<file path="src/rtl/hsport_defines.svh">
`ifndef HSPORT_DEFINES_SVH
`define HSPORT_DEFINES_SVH

// data path widths
`define HS_BYTE_W      8
`define HS_WORD_W      16
// input fifo toward the cpu
`define HS_FIFO_DEPTH  8
`define HS_FIFO_AW     3
// port direction encoding
`define HS_DIR_INPUT   1'b0
`define HS_DIR_OUTPUT  1'b1

`endif

</file>
<file path="src/rtl/hsport_pkg.sv">
package hsport_pkg;

    typedef logic [15:0] word_t;

    // output- and input-side status seen by the cpu
    typedef struct packed {
        logic output_empty_flag;
        logic interrupt_pending_flag;
        logic buffer_full;
        logic input_full_flag;
    } port_status_t;

    // port configuration
    typedef struct packed {
        logic first_port_enable;
        logic second_port_enable;
        logic dir_output;
        logic linked;
        logic single_buffer_select;
        logic two_byte_interrupt_select;
    } port_config_t;

    typedef enum logic [1:0] {
        LS_IDLE   = 2'b00,
        LS_TAKEN  = 2'b01,
        LS_WAIT   = 2'b10
    } listen_state_t;

endpackage
</file>
<file path="src/rtl/handshake_parallel_port.sv">
// Summary of operation
// [RULE_01] listener ready and accepted lines are wired-and across listeners
// [RULE_02] talker lowers valid strobe only after combined ready is high
// [RULE_03] valid strobe fall latches pin data and drops ready
// [RULE_04] listener releases accepted high after taking the byte
// [RULE_05] talker raises valid strobe only after combined accepted is high
// [RULE_06] strobe high drops accepted; ready returns once buffer is empty
// [RULE_07] output direction holds input-full flag at zero
// [RULE_08] output transfers 8 bits, or 16 bits when ports are linked
// [RULE_09] double-buffered: data moves to empty buffer, sets output-empty
// [RULE_10] acknowledge fall marks output buffer empty
// [RULE_11] output direction: input data read returns buffer register
// [RULE_12] valid strobe low only while output byte is valid
// [RULE_13] one-byte interrupts: pending set with output-empty on move
// [RULE_14] data write fills register, clears pending and output-empty
// [RULE_15] clear command clears pending without filling the register
// [RULE_16] enabling without any write never sets pending
// [RULE_17] two-byte interrupts: pending when buffer and register both empty
// [RULE_18] two-byte interrupts: second write clears pending
// [RULE_19] software writes only while pending under two-byte interrupts
// [RULE_20] single-buffered: copy stays in data register, still full
// [RULE_21] single-buffered: ack fall empties both, sets empty and pending
// [RULE_22] software selects one-byte interrupts when single-buffered
// [RULE_23] ready rises only with buffer empty and strobe high
// [RULE_24] accepted forced low as soon as strobe returns high
// [RULE_25] handshake inputs synchronised; edges found on synchronised samples
`include "hsport_defines.svh"
module handshake_parallel_port (
    // clock and reset
    input  wire logic                       clk,
    input  wire logic                       reset_n,
    // configuration
    input  wire hsport_pkg::port_config_t   cfg,
    // cpu data write
    input  wire logic                       data_wr,
    input  wire hsport_pkg::word_t          data_wr_val,
    input  wire logic                       clear_ip_cmd,
    // cpu input data read stream
    output logic                            rd_valid,
    input  wire logic                       rd_ready,
    output hsport_pkg::word_t               rd_data,
    // status
    output hsport_pkg::port_status_t        status,
    output hsport_pkg::word_t               buffer_view,
    // pins
    input  wire logic [15:0]                pin_data_in,
    output hsport_pkg::word_t               pin_data_out,
    output logic                            pin_data_oe_n,
    input  wire logic                       valid_strobe_n_in,
    output logic                            valid_strobe_n_out,
    output logic                            ready_for_byte,
    output logic                            data_accepted,
    input  wire logic                       acknowledge_in_n
);

    logic               strobe_s;
    logic               ack_s;
    logic [15:0]        pins_s;
    logic               strobe_d_r;
    logic               ack_d_r;
    logic               strobe_fall;
    logic               ack_fall;
    logic               out_mode;
    logic               en;
    logic [15:0]        wmask;

    // input path state
    hsport_pkg::listen_state_t ls_r;
    hsport_pkg::listen_state_t ls_nxt;
    hsport_pkg::word_t  ibuf_r;
    hsport_pkg::word_t  ibuf_nxt;
    logic               ibuf_full_r;
    logic               ibuf_full_nxt;
    logic               fifo_in_ready;
    logic               fifo_out_valid;
    hsport_pkg::word_t  fifo_out_data;

    // output path state
    hsport_pkg::word_t  odr_r;
    hsport_pkg::word_t  odr_nxt;
    logic               odr_full_r;
    logic               odr_full_nxt;
    hsport_pkg::word_t  obuf_r;
    hsport_pkg::word_t  obuf_nxt;
    logic               obuf_full_r;
    logic               obuf_full_nxt;
    logic               ip_r;
    logic               ip_nxt;
    logic               wrote_once_r;
    logic               wrote_once_nxt;

    hs_sync #(.WIDTH(18)) u_sync (                       // RULE_25
        .clk      (clk),
        .reset_n  (reset_n),
        .async_in ({valid_strobe_n_in, acknowledge_in_n, pin_data_in}),
        .sync_out ({strobe_s, ack_s, pins_s})
    );

    always_ff @(posedge clk or negedge reset_n) begin
        if (!reset_n) begin
            strobe_d_r <= 1'b1;
            ack_d_r    <= 1'b1;
        end else begin
            strobe_d_r <= strobe_s;
            ack_d_r    <= ack_s;
        end
    end

    assign strobe_fall = strobe_d_r && !strobe_s;         // RULE_25
    assign ack_fall    = ack_d_r && !ack_s;
    assign out_mode    = (cfg.dir_output == `HS_DIR_OUTPUT);
    assign en          = cfg.first_port_enable || cfg.second_port_enable;
    assign wmask       = cfg.linked ? 16'hffff : 16'h00ff; // RULE_08

    // three-wire listener
    always_comb begin
        ls_nxt        = ls_r;
        ibuf_nxt      = ibuf_r;
        ibuf_full_nxt = ibuf_full_r;
        if (ibuf_full_r && fifo_in_ready) begin
            ibuf_full_nxt = 1'b0;
        end
        unique case (ls_r)
            hsport_pkg::LS_IDLE: begin
                if (strobe_fall && en && !out_mode && !ibuf_full_r) begin
                    ibuf_nxt      = pins_s & wmask;       // RULE_03
                    ibuf_full_nxt = 1'b1;
                    ls_nxt        = hsport_pkg::LS_TAKEN;
                end
            end
            hsport_pkg::LS_TAKEN: begin
                if (strobe_s) begin
                    ls_nxt = hsport_pkg::LS_IDLE;         // RULE_24
                end else begin
                    ls_nxt = hsport_pkg::LS_WAIT;
                end
            end
            hsport_pkg::LS_WAIT: begin
                if (strobe_s) begin
                    ls_nxt = hsport_pkg::LS_IDLE;         // RULE_06
                end
            end
            default: ls_nxt = hsport_pkg::LS_IDLE;
        endcase
        if (out_mode) begin
            ls_nxt = hsport_pkg::LS_IDLE;
        end
    end

    always_ff @(posedge clk or negedge reset_n) begin
        if (!reset_n) begin
            ls_r        <= hsport_pkg::LS_IDLE;
            ibuf_r      <= '0;
            ibuf_full_r <= 1'b0;
        end else begin
            ls_r        <= ls_nxt;
            ibuf_r      <= ibuf_nxt;
            ibuf_full_r <= ibuf_full_nxt;
        end
    end

    // accepted rises once the byte is latched; open-collector style wired-and
    assign data_accepted  = !out_mode                // RULE_04 RULE_01
                            && (ls_r == hsport_pkg::LS_WAIT);
    assign ready_for_byte = !out_mode && en && !ibuf_full_r && strobe_s
                            && (ls_r == hsport_pkg::LS_IDLE); // RULE_23

    hs_fifo #(
        .WIDTH (16),
        .DEPTH (`HS_FIFO_DEPTH),
        .AW    (`HS_FIFO_AW)
    ) u_fifo (
        .clk       (clk),
        .reset_n   (reset_n),
        .in_valid  (ibuf_full_r),
        .in_ready  (fifo_in_ready),
        .in_data   (ibuf_r),
        .out_valid (fifo_out_valid),
        .out_ready (rd_ready && !out_mode),
        .out_data  (fifo_out_data)
    );

    // output data path
    always_comb begin
        odr_nxt        = odr_r;
        odr_full_nxt   = odr_full_r;
        obuf_nxt       = obuf_r;
        obuf_full_nxt  = obuf_full_r;
        ip_nxt         = ip_r;
        wrote_once_nxt = wrote_once_r;
        if (!out_mode) begin
            ip_nxt = 1'b0;
        end else begin
            // a hardware set in the same cycle wins over the clear
            if (clear_ip_cmd) begin
                ip_nxt = 1'b0;                            // RULE_15
            end
            if (ack_fall && obuf_full_r) begin
                obuf_full_nxt = 1'b0;                     // RULE_10
                if (cfg.single_buffer_select) begin
                    odr_full_nxt = 1'b0;                  // RULE_21
                    ip_nxt       = 1'b1;
                end else if (cfg.two_byte_interrupt_select && !odr_full_r) begin
                    ip_nxt = 1'b1;                        // RULE_17
                end
            end else if (en && odr_full_r && !obuf_full_r) begin
                obuf_nxt      = odr_r;
                obuf_full_nxt = 1'b1;
                if (!cfg.single_buffer_select) begin
                    odr_full_nxt = 1'b0;                  // RULE_09
                    if (!cfg.two_byte_interrupt_select) begin
                        ip_nxt = 1'b1;                    // RULE_13 RULE_16
                    end
                end                                       // RULE_20
            end
            if (data_wr) begin
                odr_nxt        = data_wr_val & wmask;     // RULE_08
                odr_full_nxt   = 1'b1;                    // RULE_14
                // two-byte mode: only the write behind a held byte clears
                if (!cfg.two_byte_interrupt_select || obuf_full_r) begin
                    ip_nxt     = 1'b0;                    // RULE_14 RULE_18
                end
                wrote_once_nxt = 1'b1;
            end
        end
    end

    always_ff @(posedge clk or negedge reset_n) begin
        if (!reset_n) begin
            odr_r        <= '0;
            odr_full_r   <= 1'b0;
            obuf_r       <= '0;
            obuf_full_r  <= 1'b0;
            ip_r         <= 1'b0;
            wrote_once_r <= 1'b0;
        end else begin
            odr_r        <= odr_nxt;
            odr_full_r   <= odr_full_nxt;
            obuf_r       <= obuf_nxt;
            obuf_full_r  <= obuf_full_nxt;
            ip_r         <= ip_nxt;
            wrote_once_r <= wrote_once_nxt;
        end
    end

    assign pin_data_out       = obuf_r;
    assign pin_data_oe_n      = !out_mode;
    assign valid_strobe_n_out = !(out_mode && obuf_full_r); // RULE_12
    assign buffer_view        = out_mode ? obuf_r : fifo_out_data; // RULE_11
    assign rd_data            = out_mode ? obuf_r : fifo_out_data; // RULE_11
    assign rd_valid           = out_mode ? 1'b1 : fifo_out_valid;

    assign status.output_empty_flag      = !odr_full_r;
    assign status.interrupt_pending_flag = ip_r;
    assign status.buffer_full            = out_mode ? obuf_full_r : ibuf_full_r;
    assign status.input_full_flag        = out_mode ? 1'b0    // RULE_07
                                                    : fifo_out_valid;
endmodule

</file>
<file path="src/rtl/hs_fifo.sv">
module hs_fifo #(
    parameter int WIDTH = 16,
    parameter int DEPTH = 8,
    parameter int AW    = 3
) (
    // clock and reset
    input  wire logic             clk,
    input  wire logic             reset_n,
    // fill side
    input  wire logic             in_valid,
    output logic                  in_ready,
    input  wire logic [WIDTH-1:0] in_data,
    // drain side
    output logic                  out_valid,
    input  wire logic             out_ready,
    output logic      [WIDTH-1:0] out_data
);

    logic [WIDTH-1:0] mem_r [DEPTH];
    logic [AW-1:0]    wp_r;
    logic [AW-1:0]    wp_nxt;
    logic [AW-1:0]    rp_r;
    logic [AW-1:0]    rp_nxt;
    logic [AW:0]      cnt_r;
    logic [AW:0]      cnt_nxt;
    logic             push;
    logic             pop;

    assign in_ready  = (cnt_r != (AW+1)'(DEPTH));
    assign out_valid = (cnt_r != '0);
    assign push      = in_valid && in_ready;
    assign pop       = out_valid && out_ready;
    assign out_data  = mem_r[rp_r];

    always_comb begin
        wp_nxt  = push ? wp_r + 1'b1 : wp_r;
        rp_nxt  = pop ? rp_r + 1'b1 : rp_r;
        cnt_nxt = cnt_r;
        if (push && !pop) begin
            cnt_nxt = cnt_r + 1'b1;
        end else if (pop && !push) begin
            cnt_nxt = cnt_r - 1'b1;
        end
    end

    always_ff @(posedge clk or negedge reset_n) begin
        if (!reset_n) begin
            wp_r  <= '0;
            rp_r  <= '0;
            cnt_r <= '0;
        end else begin
            wp_r  <= wp_nxt;
            rp_r  <= rp_nxt;
            cnt_r <= cnt_nxt;
        end
    end

    always_ff @(posedge clk) begin
        if (push) begin
            mem_r[wp_r] <= in_data;
        end
    end

endmodule

</file>
<file path="src/rtl/hs_sync.sv">
module hs_sync #(
    parameter int WIDTH = 1
) (
    // clock and reset
    input  wire logic             clk,
    input  wire logic             reset_n,
    // raw and synchronised levels
    input  wire logic [WIDTH-1:0] async_in,
    output logic      [WIDTH-1:0] sync_out
);

    logic [WIDTH-1:0] meta_r;
    logic [WIDTH-1:0] sync_r;

    always_ff @(posedge clk or negedge reset_n) begin
        if (!reset_n) begin
            meta_r <= {WIDTH{1'b1}};
            sync_r <= {WIDTH{1'b1}};
        end else begin
            meta_r <= async_in;
            sync_r <= meta_r;
        end
    end

    assign sync_out = sync_r;

endmodule

</file>
<file path="config.mk">
export PLATFORM = sky130hd
export DESIGN_NAME = handshake_parallel_port
export DESIGN_NICKNAME = d
export VERILOG_FILES = /design/src/rtl/hsport_pkg.sv /design/src/rtl/handshake_parallel_port.sv /design/src/rtl/hs_fifo.sv /design/src/rtl/hs_sync.sv
export VERILOG_INCLUDE_DIRS = /design/src /design/src/rtl
export SDC_FILE = /design/constraint.sdc
export NUM_CORES = 1
export LEC_CHECK = 0
export BUFFER_PORTS_ARGS = -buffer_cell sky130_fd_sc_hd__buf_2
export CORE_MARGIN = 1.5
export CORE_UTILIZATION = 30
export DETAILED_ROUTE_END_ITERATION = 7
export GPL_ROUTABILITY_DRIVEN = 0
export MAX_ROUTING_LAYER = met4
export PLACE_DENSITY_LB_ADDON = 0.2
export SETUP_SLACK_MARGIN = 0.1
export SYNTH_ARGS = -nofsm -noshare
export SYNTH_HDL_FRONTEND = slang
export SYNTH_SLANG_ARGS = --single-unit
export TNS_END_PERCENT = 100
</file>
<file path="constraint.sdc">
create_clock -name clk -period 5.3 [get_ports clk]
set_input_delay 0.795 -clock clk [delete_from_list [all_inputs] [get_ports clk]]
set_output_delay 0.795 -clock clk [all_outputs]
set_load 0.1 [all_outputs]
</file>
**Word level (Yosys, flattened, before mapping)**

Memories as Yosys holds them, arrays and structs flattened.
Index checks and enable logic that the tools add are counted.

- ROM bits: 0
- Output and inout bits: 57
- Input bits: 45
- Memories: 1
- Bits in latches: 0
- Register bits: 102
- RAM bits: 128

- Multipliers: 0
- Equality and inequality tests: 7
- Muxes and demuxes: 34
- Reduce and logical (&&, ||, !) cells: 43
- $lt $le $gt $ge: 0
- Divide/modulo/power cells: 0
- $add $sub $neg: 4
- Bitwise logic cells: 3
- Shift-type cells: 0

Memories:

| memory | words | bits a word | read ports | clocked after Yosys merged registers in | wr ports | RTL line | text |
|---|---|---|---|---|---|---|---|
| u_fifo.mem_r | 8 | 16 | 1 | 0 | 1 | hs_fifo.sv:19 | `logic [WIDTH-1:0] mem_r [DEPTH];` |

Operators with widths:

| operator | count |
|---|---|
| $and 16x16->16 | 2 |
| $mux 16 | 2 |
| $mux 1 | 25 |
| $logic_and 1x1->1 | 20 |
| $logic_not 1->1 | 10 |
| $mux 2 | 4 |
| $mux 4 | 2 |
| $reduce_and 2->1 | 4 |
| $add 3x1->3 const B | 2 |
| $ne 3x3->1 const B | 2 |
| $pmux 2 s3 | 1 |
| $add 4x1->4 const B | 1 |
| $ne 4x4->1 const B | 1 |
| $reduce_and 4->1 | 1 |
| $reduce_bool 2->1 | 2 |
| $reduce_bool 4->1 | 1 |
| $sub 4x1->4 const B | 1 |
| $ne 3x1->1 const B | 1 |
| $ne 3x2->1 const B | 1 |
| $reduce_and 3->1 | 1 |
| $reduce_bool 3->1 | 1 |
| $eq 2x1->1 const B | 1 |
| $eq 2x2->1 const B | 1 |
| $logic_not 2->1 | 1 |
| other kinds (2) | 3 |

**Longest topological paths before layout**

- Depth after elaboration: 8
- Mapped depth: 10

**Hierarchy**

Synthesis repeated with hierarchy kept, for this count alone.

- Cells, all modules: 499
- Area, all modules: 9122.5 µm²

By module, submodules not included:

| module | instances | sequential area each (µm²) | cells each | area an instance (µm²) |
|---|---|---|---|---|
| hs_fifo | 1 | 4093.9 | 248 | 5541.6 |
| handshake_parallel_port | 1 | 1403.8 | 215 | 2635.0 |
| hs_sync | 1 | 945.9 | 36 | 945.9 |

**Least setup slack after synthesis**

Ideal clock, no wire load.

- Path type: input -> output
- Start point: input port cfg[3] (netlist bit)
- End point: output port rd_data[13]
- Setup slack: 0.437 ns
- Arrival time: 4.068 ns
- Required time: 4.505 ns
- Path buffers: 4
- Stages: 5
- Path through: clkbuf_2 > clkbuf_1 > clkbuf_1 > o21ai_0 > buf_4

- Word-level cells in the longest chain between the ends: 1

RTL lines:

| item | RTL line | text |
|---|---|---|
| from (decl) | handshake_parallel_port.sv:33 | `input wire hsport_pkg::port_config_t cfg,` |
| $mux 16 | n/a |  |
| to (decl) | handshake_parallel_port.sv:41 | `output hsport_pkg::word_t rd_data,` |

Every way passes these cells.

**Worst setup path in the final report**

- Start point: register u_fifo.rp_r[0]
- End point: output port rd_data[7]

- Word-level cells in the longest chain between the ends: 2

RTL lines:

| item | RTL line | text |
|---|---|---|
| from (decl) | hs_fifo.sv:22 | `logic [AW-1:0] rp_r;` |
| from (signal assigned) | hs_fifo.sv:53 | `rp_r <= rp_nxt;` |
| $mem_v2 8x16 | n/a |  |
| $mux 16 | handshake_parallel_port.sv:250 | `assign rd_data = out_mode ? obuf_r : fifo_out_data;` |

Every way passes these cells.

==> results.py <==
metrics = {
    "outcome": {
        "status": "finished, final reports clean",
    },
    "global_route": {
        "grt_usage_pct": 12.8,
        "grt_max_degree": 55,
        "antenna_found_initial": 0,
        "grt_pass1_vias": 5277,
        "gr-total-overflow": 0,
        "grt_pass1_wl_mm": 29.6,
    },
    "setup_path": {
        "end_kind": "output port",
        "path_max_fanout": 25,
        "worst_path_max_delay_cell": "dfrtp_2",
        "crit_chain": "buf_4, mux2_2, o22ai_1, a221o_1, o21ai_0, buf_2",
        "max_stage_delay_ns": 0.76,
        "worstSetupPathType": "register to output port",
        "cp_data_required_time_ns": 4.51,
        "cp-start-kind": "register",
        "arrival_ns": 3.09,
    },
    "finish": {
        "syn_to_final_growth_pct": 18.6,
        "drive_gt1_share_pct": 38.4,
        "antenna_cells": 0,
        "nets": 710,
    },
    "logic_synthesis": {
        "ys.flop_type": "edfxtp_1",
        "synth_top_area_share_pct": 43.1,
        "yosys_warnings": 0,
        "syn_area_um2": 8910,
        "syn_avg_cell_area_um2": 15.7,
        "synthTopCellsByArea": "edfxtp_1 43%, dfrtp_1 18%, dfstp_2 11%",
        "ys_seq_area_share_pct": 72.3,
        "yosysTopAreaCell": "edfxtp_1",
        "synth_seq_cells": 230,
        "synth_nets": 620,
        "synth.distinct_cells": 41,
        "async_flop_share_pct": 44.3,
        "synth_edf_count": 128,
        "synthCells": 569,
    },
    "routing": {
        "vias": 4896,
        "first_iter_violations": 244,
        "wl_mm": 18.5,
        "ant_nets": 0,
        "first_pass_iters": 4,
        "via_per_inst": 4.61,
        "drc": 0,
        "routedWlPerCell_um": 17.4,
    },
    "cts": {
        "cts_tree": "yes",
        "clk_latency_ns": 0.51,
        "cts.path.max_buffers": 3,
        "numCtsBuffers": 24,
        "postCtsSetupBuffers": 0,
        "cts-resized-gates": 0,
        "root_buffer": "clkbuf_16",
        "clock-sinks": 230,
        "postCtsHoldBufs": 0,
        "clk_pin_slew_ns": 0.06,
        "htreeDepth": 1,
    },
    "die": {
        "die_y_um": 175,
        "rows": 62,
        "design.core.area_um2": 29000,
        "die_width_um": 175,
        "io_pins": 102,
        "start_util_pct": 30.7,
        "dieArea_um2": 30800,
    },
    "timing": {
        "clock_skew_ns": 0.0101,
        "period_share_pct": 73.3,
        "tightestPinTransition_ns": 1.17,
        "fmax_mhz": 257,
        "finalHoldViolCount": 0,
        "finalSetupViolations": 0,
        "maxSlewViolCount": 0,
        "final.setup.tns_ns": 0,
        "period_minus_slack_ns": 3.89,
        "rsz0062_at_grt": "false",
        "relSlewSlack_pct": 21.8,
    },
    "place": {
        "port_buffers": 101,
        "hpwl_mm": 11.7,
    },
    "hold_path": {
        "hold_path.class": "input port to async pin",
    },
    "job": {
        "drv_cap": 0,
    },
}
[metrics by stage]
| step | worst slack [ns] | instance area [um2] | util, % | hold WS (ns) | instances |
|---|---|---|---|---|---|
| detailed placement | 1.87 | 9740 | 33.6 | 0.348 | 1017 |
| global placement | 1.98 | 9740 | 33.6 | 0.347 | 1017 |
| floorplan | 0.437 | 8910 | - | 0.345 | 569 |
| global route | 1.20 | 10600 | 36.4 | 0.356 | 1061 |
| CTS | 1.34 | 10600 | 36.4 | 0.352 | 1061 |
| finish | 1.41 | 10600 | 36.4 | 0.332 | 1061 |
[worst paths after layout]
path                                        from                  to  slack, ns  depth (start not counted)
worst max register to register   u_fifo.cnt_r[0]     u_fifo.cnt_r[3]       2.32                          9
worst min register to register  u_sync.meta_r[0]  u_sync.sync_out[0]       0.35                          0
max in group asynchronous                reset_n          ibuf_r[14]       3.88                          2
min in group clk                u_sync.meta_r[0]  u_sync.sync_out[0]       0.35                          0
worst max-delay path              u_fifo.rp_r[0]          rd_data[7]       1.41                          6
worst min-delay path                     reset_n                ip_r       0.33                          1
[metal layers]
metal	track usage, %	up-vias	routed length, um
li1	-	2272	-
met1	16.0	2492	8160
met2	21.8	102	9260
met3	2.03	30	722
met4	2.85	0	361
met5	-	-	0
[cells in the mapped netlist, types with 2 or more instances]
| cell type | number |
|---|---|
| nand3_1 | 5 |
| a22oi_1 | 14 |
| buf_2 | 6 |
| nor2b_1 | 2 |
| a221o_1 | 2 |
| o21ai_0 | 25 |
| a21oi_1 | 3 |
| o221ai_1 | 14 |
| mux2i_1 | 41 |
| nand2b_1 | 5 |
| buf_4 | 17 |
| o22ai_1 | 2 |
| nand2_1 | 55 |
| dfstp_2 | 38 |
| o21ai_1 | 3 |
| buf_6 | 2 |
| a21o_1 | 2 |
| clkbuf_1 | 15 |
| edfxtp_1 | 128 |
| dfrtp_1 | 64 |
| ha_1 | 5 |
| nor2_1 | 12 |
| nor3_1 | 7 |
| buf_1 | 2 |
| mux2_2 | 66 |
| xnor2_1 | 6 |
| inv_1 | 14 |
[cell usage in the layout, fill, tap and decap left out, drive strengths merged, types with 2 or more instances in the layout]
master	netlist	final
mux2i	41	41
clkinvlp	0	2
nor3	7	7
dfstp	38	38
mux2	67	67
ha	5	5
bufinv	0	2
nand3	5	5
a221o	2	2
nor2b	2	2
xnor2	6	6
nand2b	5	5
edfxtp	128	128
clkbuf	16	37
o221ai	14	14
o22ai	2	2
nor2	12	12
o21ai	28	28
clkinv	0	3
a22oi	14	14
nand2	55	55
inv	14	14
dfrtp	64	64
a21o	2	2
a21oi	3	3
buf	27	107
[registers in the layout, summed over array words and instances, names as in the netlist, 2 cells and up]
register	count
u_sync.sync_out	18
u_fifo.mem_r	128
u_sync.meta_r	18
u_fifo.wp_r	3
ls_r	2
u_fifo.cnt_r	4
ibuf_r	16
pin_data_out	16
u_fifo.rp_r	3
odr_r	16
[worst max-delay path, delay by kind of cell (launching register included)]
family,cells,cell delay [ns]
flops,1,0.76
buf+inv,2,0.95
compound gates,3,0.64
mux,1,0.23
[layout make-up]
class | instances | area, um2
tap | 384 | 480
multi-input combinational | 282 | 2210
inverter | 14 | 52.6
clock inverter | 7 | 90.1
sequential | 230 | 6440
clock buffer | 37 | 742
timing repair buffer | 107 | 553
fill | 2792 | 18400
[logic make-up after synthesis]
logic type	count (synthesis)	share of synthesized area, %
AOI/OAI and AO/OA	69	5.21
xor gates and xnor gates	7	0.688
adders and majority gates	6	0.926
buffers and inverters	57	3.38
DFF	230	72.3
muxes	108	13.1
and+or+nand+nor	92	4.45
Power is left out: the tool's default activity adds up to more than one toggle a clock period on the data nets, which glitch-free logic cannot reach.
